==> src/bpbs_regs.svh <==
`ifndef BPBS_REGS_SVH
`define BPBS_REGS_SVH

// Register indices on the plain register port
`define BPBS_ADDR_CTRL          8'h00
`define BPBS_ADDR_BLKSEL        8'h01
`define BPBS_ADDR_STATUS        8'h02
`define BPBS_ADDR_HCFG          8'h03
`define BPBS_ADDR_ZSPEED        8'h04
`define BPBS_ADDR_RSPEED        8'h05
`define BPBS_ADDR_REFCOORD      8'h06
`define BPBS_ADDR_REFOFS        8'h07
`define BPBS_ADDR_ACTIVE        8'h08
`define BPBS_ADDR_TASK_BASE     8'h10
`define BPBS_ADDR_MODE_BASE     8'h20
`define BPBS_ADDR_TARGET_BASE   8'h30

// Control, block select and status word bits
`define BPBS_CW_ACTIVATE        6
`define BPBS_CW_HOME_START      11
`define BPBS_BS_DIRECT          15
`define BPBS_SW_REF_REACHED     11

// Task mode word fields
`define BPBS_MODE_HIDE          0
`define BPBS_MODE_CONT_LSB      4
`define BPBS_MODE_POS_LSB       8

// Reset values, speed limit and block count
`define BPBS_SPEED_DEFAULT      32'h0000_012c
`define BPBS_SPEED_MAX          32'h0262_5a00
`define BPBS_NUM_BLOCKS         16

`endif

==> src/bpbs_pkg.sv <==
package bpbs_pkg;

  typedef enum logic [6:0] {
    BPBS_H_IDLE   = 7'b0000001,
    BPBS_H_SEARCH = 7'b0000010,
    BPBS_H_APPR   = 7'b0000100,
    BPBS_H_DONE   = 7'b0001000,
    BPBS_H_ABORT  = 7'b0010000,
    BPBS_H_RSV1   = 7'b0100000,
    BPBS_H_RSV2   = 7'b1000000
  } bpbs_home_t;

  typedef enum logic [3:0] {
    BPBS_B_IDLE = 4'b0001,
    BPBS_B_RUN  = 4'b0010,
    BPBS_B_HOLD = 4'b0100,
    BPBS_B_END  = 4'b1000
  } bpbs_blk_t;

  typedef enum logic [3:0] {
    BPBS_T_NONE = 4'h0, BPBS_T_POS = 4'h1, BPBS_T_FIXSTOP = 4'h2, BPBS_T_ENDL_POS = 4'h3,
    BPBS_T_ENDL_NEG = 4'h4, BPBS_T_WAIT = 4'h5, BPBS_T_JUMP = 4'h6, BPBS_T_SET_OUT = 4'h7,
    BPBS_T_RST_OUT = 4'h8, BPBS_T_JERK = 4'h9
  } bpbs_task_t;

  typedef enum logic [3:0] {
    BPBS_C_END = 4'h0, BPBS_C_STOP = 4'h1, BPBS_C_FLY = 4'h2, BPBS_C_EXT = 4'h3,
    BPBS_C_EXT_WAIT = 4'h4, BPBS_C_EXT_ALARM = 4'h5
  } bpbs_cont_t;

  typedef enum logic [3:0] {
    BPBS_P_ABSOLUTE = 4'h0, BPBS_P_RELATIVE = 4'h1,
    BPBS_P_ABSOLUTE_POSITIVE_APPROACH = 4'h2, BPBS_P_ABSOLUTE_NEGATIVE_APPROACH = 4'h3
  } bpbs_pmode_t;

endpackage

==> src/bpbs_sequencer.sv <==
`include "bpbs_regs.svh"

module bpbs_sequencer
  import bpbs_pkg::*;
(
  // Clock and reset
  input  wire logic        clk_sys,
  input  wire logic        nrst,
  input  wire logic        clk_en,
  // Register port
  input  wire logic [7:0]  reg_addr,
  input  wire logic [31:0] reg_wdata,
  input  wire logic        reg_wr,
  input  wire logic        reg_rd,
  output logic      [31:0] reg_rdata,
  // Motion feedback pins
  input  wire logic        zero_mark_pin,
  input  wire logic        reversing_cam_pin,
  input  wire logic        referencing_cam_pin,
  input  wire logic        ref_coord_reached_pin,
  input  wire logic        braking_point_pin,
  input  wire logic        in_position_window_pin,
  input  wire logic        standstill_pin,
  input  wire logic        dir_change_needed_pin,
  input  wire logic        ext_block_change_pin,
  input  wire logic        extended_telegram,
  // Motion command outputs
  output logic             move_enable,
  output logic             move_negative,
  output logic      [31:0] move_speed,
  output logic             stop_cams_enable,
  output logic             direct_setpoint_input,
  output logic      [31:0] block_target_position,
  output bpbs_pkg::bpbs_pmode_t block_pos_mode,
  output bpbs_pkg::bpbs_task_t  block_task_code,
  output logic      [3:0]  active_block,
  output logic             reference_point_reached,
  output logic             missing_external_change_alarm
);

  import bpbs_pkg::*;

  logic [15:0] drive_control_word_q;
  logic [15:0] block_select_word_q;
  logic        search_start_direction_q;
  logic        reversing_cam_enable_q;
  logic        alarm_is_fault_q;
  logic [31:0] zero_mark_search_speed_q;
  logic [31:0] reference_approach_speed_q;
  logic [31:0] reference_coordinate_q;
  logic [31:0] reference_offset_q;
  logic [3:0]  task_code_q   [`BPBS_NUM_BLOCKS];
  logic [15:0] task_mode_q   [`BPBS_NUM_BLOCKS];
  logic [31:0] target_q      [`BPBS_NUM_BLOCKS];

  bpbs_home_t  home_q;
  bpbs_blk_t   blk_q;
  logic        home_dir_q;
  logic        home_start_prev_q;
  logic        activate_prev_q;
  logic [15:0] cur_mode_q;
  logic [3:0]  cur_idx_q;
  logic        ext_edge_seen_q;

  // Two-stage synchronisers for all pins
  localparam int NPIN = 9;
  logic [NPIN-1:0] pin_raw, pin_s1_q, pin_s2_q, pin_s3_q;
  assign pin_raw = {ext_block_change_pin, dir_change_needed_pin, standstill_pin,
                    in_position_window_pin, braking_point_pin, ref_coord_reached_pin,
                    referencing_cam_pin, reversing_cam_pin, zero_mark_pin};

  always_ff @(posedge clk_sys or negedge nrst)
  begin
    if (!nrst)
    begin
      pin_s1_q <= '0;
      pin_s2_q <= '0;
      pin_s3_q <= '0;
    end
    else if (clk_en)
    begin
      pin_s1_q <= pin_raw;
      pin_s2_q <= pin_s1_q;
      pin_s3_q <= pin_s2_q;
    end
  end

  logic zmark, rev_cam, ref_cam, ref_reached_pos, brake_pt, in_win, still, dir_chg, ext_edge;
  assign zmark           = pin_s2_q[0];
  assign rev_cam         = pin_s2_q[1];
  assign ref_cam         = pin_s2_q[2];
  assign ref_reached_pos = pin_s2_q[3];
  assign brake_pt        = pin_s2_q[4];
  assign in_win          = pin_s2_q[5];
  assign still           = pin_s2_q[6];
  assign dir_chg         = pin_s2_q[7];
  assign ext_edge        = pin_s2_q[8] & ~pin_s3_q[8];

  // Speed clamp to the legal range
  function automatic logic [31:0] clamp_speed(input logic [31:0] v);
    if (v == 32'h0)
      clamp_speed = 32'h1;
    else if (v > `BPBS_SPEED_MAX)
      clamp_speed = `BPBS_SPEED_MAX;
    else
      clamp_speed = v;
  endfunction

  function automatic logic [3:0] cont_of(input logic [15:0] m);
    cont_of = m[`BPBS_MODE_CONT_LSB +: 4];
  endfunction

  logic home_start, activate, wr_go;
  assign home_start = drive_control_word_q[`BPBS_CW_HOME_START];
  assign activate   = drive_control_word_q[`BPBS_CW_ACTIVATE];
  assign wr_go      = clk_en & reg_wr;

  // Control and configuration registers
  always_ff @(posedge clk_sys or negedge nrst)
  begin
    if (!nrst)
    begin
      drive_control_word_q       <= 16'h0;
      block_select_word_q        <= 16'h0;
      search_start_direction_q   <= 1'b0;
      reversing_cam_enable_q     <= 1'b1;
      alarm_is_fault_q           <= 1'b0;
      zero_mark_search_speed_q   <= `BPBS_SPEED_DEFAULT;
      reference_approach_speed_q <= `BPBS_SPEED_DEFAULT;
      reference_coordinate_q     <= 32'h0;
      reference_offset_q         <= 32'h0;
    end
    else if (wr_go)
    begin
      unique case (reg_addr)
        `BPBS_ADDR_CTRL:     drive_control_word_q <= reg_wdata[15:0];
        `BPBS_ADDR_BLKSEL:   block_select_word_q <= reg_wdata[15:0];
        `BPBS_ADDR_HCFG:
        begin
          search_start_direction_q <= reg_wdata[0];
          reversing_cam_enable_q   <= reg_wdata[1];
          alarm_is_fault_q         <= reg_wdata[2];
        end
        `BPBS_ADDR_ZSPEED:   zero_mark_search_speed_q <= clamp_speed(reg_wdata);
        `BPBS_ADDR_RSPEED:   reference_approach_speed_q <= clamp_speed(reg_wdata);
        `BPBS_ADDR_REFCOORD: reference_coordinate_q <= reg_wdata;
        `BPBS_ADDR_REFOFS:   reference_offset_q <= reg_wdata;
        default:             ;
      endcase
    end
  end

  // Block table storage
  genvar gi;
  generate
    for (gi = 0; gi < `BPBS_NUM_BLOCKS; gi++)
    begin : g_blk
      always_ff @(posedge clk_sys or negedge nrst)
      begin
        if (!nrst)
        begin
          task_code_q[gi] <= 4'h0;
          task_mode_q[gi] <= 16'h0;
          target_q[gi]    <= 32'h0;
        end
        else if (wr_go)
        begin
          if (reg_addr == (`BPBS_ADDR_TASK_BASE + 8'(gi)))
            task_code_q[gi] <= reg_wdata[3:0];
          if (reg_addr == (`BPBS_ADDR_MODE_BASE + 8'(gi)))
            task_mode_q[gi] <= {4'h0, reg_wdata[11:0]};
          if (reg_addr == (`BPBS_ADDR_TARGET_BASE + 8'(gi)))
            target_q[gi] <= reg_wdata;
        end
      end
    end
  endgenerate

  // Homing sequencer
  always_ff @(posedge clk_sys or negedge nrst)
  begin
    if (!nrst)
    begin
      home_q            <= BPBS_H_IDLE;
      home_dir_q        <= 1'b0;
      home_start_prev_q <= 1'b0;
      stop_cams_enable  <= 1'b1;
    end
    else if (clk_en)
    begin
      home_start_prev_q <= home_start;
      unique case (home_q)
        BPBS_H_IDLE:
          if (home_start && !home_start_prev_q)
          begin
            home_q     <= BPBS_H_SEARCH;
            home_dir_q <= search_start_direction_q;
            if (!extended_telegram)
              stop_cams_enable <= 1'b0;
          end
        BPBS_H_SEARCH:
          if (!home_start)
            home_q <= BPBS_H_ABORT;
          else if (zmark)
            home_q <= BPBS_H_APPR;
          else if (rev_cam && reversing_cam_enable_q)
            home_dir_q <= ~search_start_direction_q;
        BPBS_H_APPR:
          if (!home_start)
            home_q <= BPBS_H_ABORT;
          else if (ref_reached_pos)
            home_q <= BPBS_H_DONE;
        BPBS_H_DONE:
          if (!home_start)
            home_q <= BPBS_H_IDLE;
        BPBS_H_ABORT:
          home_q <= BPBS_H_IDLE;
        default:
          home_q <= BPBS_H_IDLE;
      endcase
      // the extended telegram leaves the stop cams to the controller
      if (!extended_telegram && home_q != BPBS_H_IDLE && ref_cam)
        stop_cams_enable <= 1'b1;
      else if (!extended_telegram && home_q == BPBS_H_ABORT)
        stop_cams_enable <= 1'b1;
    end
  end

  // Traversing block engine
  logic [3:0] sel_idx;
  logic       direct_sel;
  assign sel_idx    = block_select_word_q[3:0];
  assign direct_sel = block_select_word_q[`BPBS_BS_DIRECT];

  logic advance;
  always_comb
  begin
    advance = 1'b0;
    unique case (cont_of(cur_mode_q))
      BPBS_C_STOP:      advance = still && in_win;
      BPBS_C_FLY:       advance = dir_chg ? (still && in_win) : brake_pt;
      BPBS_C_EXT:       advance = ext_edge || brake_pt;
      BPBS_C_EXT_WAIT:  advance = ext_edge || ext_edge_seen_q;
      BPBS_C_EXT_ALARM: advance = ext_edge || ext_edge_seen_q;
      default:          advance = 1'b0;
    endcase
  end

  logic [3:0] nxt_idx;
  assign nxt_idx = cur_idx_q + 4'h1;

  always_ff @(posedge clk_sys or negedge nrst)
  begin
    if (!nrst)
    begin
      blk_q                         <= BPBS_B_IDLE;
      activate_prev_q               <= 1'b0;
      cur_idx_q                     <= 4'h0;
      cur_mode_q                    <= 16'h0;
      ext_edge_seen_q               <= 1'b0;
      missing_external_change_alarm <= 1'b0;
      block_target_position         <= 32'h0;
      block_pos_mode                <= BPBS_P_ABSOLUTE;
      block_task_code               <= BPBS_T_NONE;
    end
    else if (clk_en)
    begin
      activate_prev_q <= activate;
      if (ext_edge)
        ext_edge_seen_q <= 1'b1;
      unique case (blk_q)
        BPBS_B_IDLE, BPBS_B_END:
          if (activate && !activate_prev_q && !direct_sel && !task_mode_q[sel_idx][`BPBS_MODE_HIDE])
          begin
            blk_q                         <= BPBS_B_RUN;
            cur_idx_q                     <= sel_idx;
            cur_mode_q                    <= task_mode_q[sel_idx];
            block_target_position         <= target_q[sel_idx];
            block_pos_mode                <= bpbs_pmode_t'(task_mode_q[sel_idx][`BPBS_MODE_POS_LSB +: 4]);
            block_task_code               <= bpbs_task_t'(task_code_q[sel_idx]);
            ext_edge_seen_q               <= ext_edge;
            missing_external_change_alarm <= 1'b0;
          end
        BPBS_B_RUN:
          if (!activate || direct_sel)
            blk_q <= BPBS_B_IDLE;
          else if (cont_of(cur_mode_q) == BPBS_C_END && still && in_win)
            blk_q <= BPBS_B_END;
          else if (advance)
          begin
            cur_idx_q             <= nxt_idx;
            cur_mode_q            <= task_mode_q[nxt_idx];
            block_target_position <= target_q[nxt_idx];
            block_pos_mode        <= bpbs_pmode_t'(task_mode_q[nxt_idx][`BPBS_MODE_POS_LSB +: 4]);
            block_task_code       <= bpbs_task_t'(task_code_q[nxt_idx]);
            ext_edge_seen_q       <= 1'b0;
          end
          else if (still && (cont_of(cur_mode_q) == BPBS_C_EXT_WAIT ||
                             cont_of(cur_mode_q) == BPBS_C_EXT_ALARM))
          begin
            blk_q <= BPBS_B_HOLD;
            if (cont_of(cur_mode_q) == BPBS_C_EXT_ALARM)
              missing_external_change_alarm <= 1'b1;
          end
        BPBS_B_HOLD:
          if (!activate || (missing_external_change_alarm && alarm_is_fault_q))
            blk_q <= BPBS_B_IDLE;
          else if (ext_edge)
          begin
            blk_q                 <= BPBS_B_RUN;
            cur_idx_q             <= nxt_idx;
            cur_mode_q            <= task_mode_q[nxt_idx];
            block_target_position <= target_q[nxt_idx];
            block_pos_mode        <= bpbs_pmode_t'(task_mode_q[nxt_idx][`BPBS_MODE_POS_LSB +: 4]);
            block_task_code       <= bpbs_task_t'(task_code_q[nxt_idx]);
            ext_edge_seen_q       <= 1'b0;
          end
        default:
          blk_q <= BPBS_B_IDLE;
      endcase
    end
  end

  // Motion command and status outputs
  always_ff @(posedge clk_sys or negedge nrst)
  begin
    if (!nrst)
    begin
      move_enable             <= 1'b0;
      move_negative           <= 1'b0;
      move_speed              <= 32'h0;
      reference_point_reached <= 1'b0;
      direct_setpoint_input   <= 1'b0;
      active_block            <= 4'h0;
    end
    else if (clk_en)
    begin
      move_enable             <= (home_q == BPBS_H_SEARCH) || (home_q == BPBS_H_APPR) || (blk_q == BPBS_B_RUN);
      move_negative           <= home_dir_q;
      move_speed              <= (home_q == BPBS_H_APPR) ? reference_approach_speed_q
                                                         : zero_mark_search_speed_q;
      reference_point_reached <= (home_q == BPBS_H_DONE);
      direct_setpoint_input   <= direct_sel;
      active_block            <= cur_idx_q;
    end
  end

  // Register read, data in the cycle after the strobe
  always_ff @(posedge clk_sys or negedge nrst)
  begin
    if (!nrst)
      reg_rdata <= 32'h0;
    else if (clk_en)
    begin
      reg_rdata <= 32'h0;
      if (reg_rd)
      begin
        if (reg_addr[7:4] == 4'h1)
          reg_rdata <= {28'h0, task_code_q[reg_addr[3:0]]};
        else if (reg_addr[7:4] == 4'h2)
          reg_rdata <= {16'h0, task_mode_q[reg_addr[3:0]]};
        else if (reg_addr[7:4] == 4'h3)
          reg_rdata <= target_q[reg_addr[3:0]];
        else
        begin
          unique case (reg_addr)
            `BPBS_ADDR_CTRL:     reg_rdata <= {16'h0, drive_control_word_q};
            `BPBS_ADDR_BLKSEL:   reg_rdata <= {16'h0, block_select_word_q};
            `BPBS_ADDR_STATUS:   reg_rdata <= {16'h0, 4'h0, reference_point_reached, 11'h0} |
                                              {24'h0, missing_external_change_alarm, home_q};
            `BPBS_ADDR_HCFG:     reg_rdata <= {29'h0, alarm_is_fault_q, reversing_cam_enable_q,
                                               search_start_direction_q};
            `BPBS_ADDR_ZSPEED:   reg_rdata <= zero_mark_search_speed_q;
            `BPBS_ADDR_RSPEED:   reg_rdata <= reference_approach_speed_q;
            `BPBS_ADDR_REFCOORD: reg_rdata <= reference_coordinate_q;
            `BPBS_ADDR_REFOFS:   reg_rdata <= reference_offset_q;
            `BPBS_ADDR_ACTIVE:   reg_rdata <= {24'h0, blk_q, cur_idx_q};
            default:             reg_rdata <= 32'h0;
          endcase
        end
      end
    end
  end

endmodule

==> config.mk <==
export PLATFORM = sky130hd
export DESIGN_NAME = bpbs_sequencer
export DESIGN_NICKNAME = d
export VERILOG_FILES = /design/src/bpbs_pkg.sv /design/src/bpbs_sequencer.sv
export VERILOG_INCLUDE_DIRS = /design/src
export SDC_FILE = /design/constraint.sdc
export NUM_CORES = 2
export LEC_CHECK = 0
export BUFFER_PORTS_ARGS = -buffer_cell sky130_fd_sc_hd__buf_2
export CORE_MARGIN = 2
export CORE_UTILIZATION = 58
export DETAILED_ROUTE_END_ITERATION = 12
export GPL_ROUTABILITY_DRIVEN = 1
export PLACE_DENSITY = 0.79
export SLEW_MARGIN = 20
export SYNTH_ARGS = -nofsm -noshare
export SYNTH_HDL_FRONTEND = slang
export SYNTH_SLANG_ARGS = --single-unit
==> constraint.sdc <==
create_clock -name clk_sys -period 3.05 [get_ports clk_sys]
set_input_delay 0.915 -clock clk_sys [delete_from_list [all_inputs] [get_ports clk_sys]]
set_output_delay 0.915 -clock clk_sys [all_outputs]
set_load 0.02 [all_outputs]
==> flow_summary.toml <==
[synthesis]
syn-cell-area_um2 = 60000
yosys_warnings = 0
async_flop_share_pct = 100
avgSynthCellArea_um2 = 13.9
syn_inst = 4327
synth_top_cell_by_area = "dfrtp_1"
synth_area_leaders = "dfrtp_1, mux4_2, mux2_2"
synth_ff_type = "dfrtp_1"
synth_seq_cells = 1085
synthesis.nets = 4383
yosys.area.top_type_share_pct = 44.7
synth_enable_flop_cells = 0
yosysSeqAreaShare_pct = 45.2
ys_types = 68

[clock_tree]
clk_latency_ps = 710
cts_tree = "built"
cts-root-buf = "clkbuf_16"
clk_pin_slew_worst_paths_ps = 60
cts_made_buffers = 108
postCtsHoldBufs = 0
cts_resized = 0
clock-sinks = 1085
clockBufferDepth = 3
postCtsSetupRepairBufs = 0
htreeDepth = 3

[placement]
io_buffers = 168
gp_congestion = 0.982
dpl_cell_area_um2 = 64700
dp_hpwl_mm = 120
pre_cts_slack_ps = -275

[cells_and_area]
drive_above_1_share_pct = 47.7
final_cell_mix = "dfrtp_1, mux2_2, mux4_2"
fin_area_um2 = 68500
syn_to_final_growth_pct = 14.1
n_fill_cell = 6874
multiInputGateArea_um2 = 31000
final_common_cell = "dfrtp_1"
register_area_um2 = 27200
fin_nets = 4545

[global_routing]
antenna_found_initial = 14
grt_max_degree = 106
track_usage_pct = 36.1
grt_pass1_vias = 44367
grt_pass1_wl_mm = 288
grt.overflow.total = 0

[min_path]
hold_class = "in2async"

[setup_path]
path_buf_inv = 2
cpPeakStageDelay_ps = 790
critPathMaxFanout = 7
required_ps = 3670
arrival_ps = 3480
worstSetupStartpointType = "primary input"
slowest_stage = "nor4bb_1"
crit_family = "simple AND/OR/NAND/NOR gates"
end_kind = "flop"
worst-setup-path-type = "in2reg"
path_cells = "buf_2, nor4bb_1, buf_4, nand2_1, nor2_1, a31o_2, a2111oi_0, o32ai_1"

[detailed_routing]
first_iter_violations = 5894
avgRoutedWirePerCell_um = 32.0
wirelength_mm = 191
drcViolationCount = 0
vias = 43576
drtAntennaViolNets = 0
via_per_inst = 7.31
detail_route.first_pass.iterations = 8

[status]
status = "finished, final reports clean"

[sta]
tightest_slew_ps = 888
hold_viol_final = 0
setup_tns_ps = 0
finalClockSkew_ps = 29.8
setup_viol_count_final = 0
period_share_pct = 93.9
max_freq_mhz = 349
drv_slew = 0
worst_slack_ps = 185
relSlewSlack_pct = 40.0
grt_setup_unrepaired = "no"
period_needed_ps = 2870

[floorplan]
row_count = 118
start_util_pct = 58.3
io_pins = 169
die_w_um = 326
core_area_um2 = 103000
die-area_um2 = 106000
chipHeight_um = 326

[power]
power.density_nw_per_um2 = 565
p_leak_nw = 29.7
peakVddDrop_v = 0.000509
p_total_mw = 38.7

[run]
max_cap_viol_count = 0
==> worst reg2reg max path: stages (launching register included) <==
cell,delay [ps]
dfrtp_4,460
buf_12,480
buf_4,620
mux4_2,310
nand2_1,70
a32oi_1,300
nand2_1,210
o21ai_0,220
==> cells in the mapped netlist, drive strengths merged, types with 26 or more instances <==
cell type / n
a21oi: 73
a22o: 36
a22oi: 36
a32oi: 87
buf: 214
clkbuf: 221
dfrtp: 1073
inv: 34
mux2: 889
mux2i: 162
mux4: 576
nand2: 371
nand3: 30
nor2: 173
nor3: 26
o21ai: 89
==> metrics by stage <==
stage	cells	hold slack [ps]	utilization, %
3_5_place_dp	5759	466	62.7
4_1_cts	5959	165	66.4
5_1_grt	5962	186	66.4
6_report	5963	180	66.5
3_3_place_gp	5759	457	62.7
2_1_floorplan	4327	457	-
==> cells by family (layout without fill, tap and decap cells) <==
logic type      Yosys count  in the layout  synth area share, %
buf+inv                 471            723                 3.41
xor+xnor                  8              8                0.117
simple gates            688            688                 4.92
flops                  1085           1085                 45.2
other cells               0              4                    0
mux                    1627           1627                 41.0
fa+ha+maj                 1              1               0.0208
compound gates          447            447                 5.30
==> flip-flops by register name, summed over array words and instances, names as in the netlist, 9 cells and up <==
| register | count |
|---|---|
| pin_s2_q | 9 |
| reference_offset_q | 32 |
| move_speed | 32 |
| block_select_word_q | 16 |
| task_mode_q | 192 |
| pin_s1_q | 9 |
| zero_mark_search_speed_q | 32 |
| reference_coordinate_q | 32 |
| reference_approach_speed_q | 32 |
| task_code_q | 64 |
| target_q | 512 |
| drive_control_word_q | 16 |
| reg_rdata | 32 |
| block_target_position | 32 |
==> report_power, final <==
part           total, mW  switching [mW]  internal [mW]
Sequential          15.9           0.691           15.2
Clock               14.4            5.91           8.47
Combinational       8.42            5.13           3.29
Total               38.7            11.7           27.0
==> final cells by class <==
class                   count  share of cell area [%]
multi-input cells        2771                    45.3
flip-flops and latches   1085                    39.7
repair buffers            487                    6.69
clock buffers             152                    4.56
well taps                1380                    2.52
clock inverters            48                    1.00
inverters                  36                   0.201
diodes                      4                  0.0146
==> final timing paths <==
path | start | endpoint | slack, ps | cells past startpoint
max | reg_addr[4] | reg_rdata[10] | 180 | 8
min | nrst | target_q[195] | 180 | 1
max reg2reg | cur_idx_q[0] | block_target_position[23] | 300 | 7
min reg2reg | block_target_position[22] | block_target_position[22] | 470 | 2
max in group asynchronous | nrst | block_target_position[28] | 1850 | 2
min in group clk_sys | zero_mark_pin | pin_s1_q[0] | 440 | 2
==> per-layer routing <==
metal,track usage (%),vias up,routed length (µm),part of all wire (%)
met2,53.5,3390,85300,45
li1,-,16959,-,-
met5,0,-,138,0.072
met4,18.7,14,11400,6.0
met1,48.5,22479,68200,36
met3,11.3,734,25700,13
(Power assumes the default switching activity.)
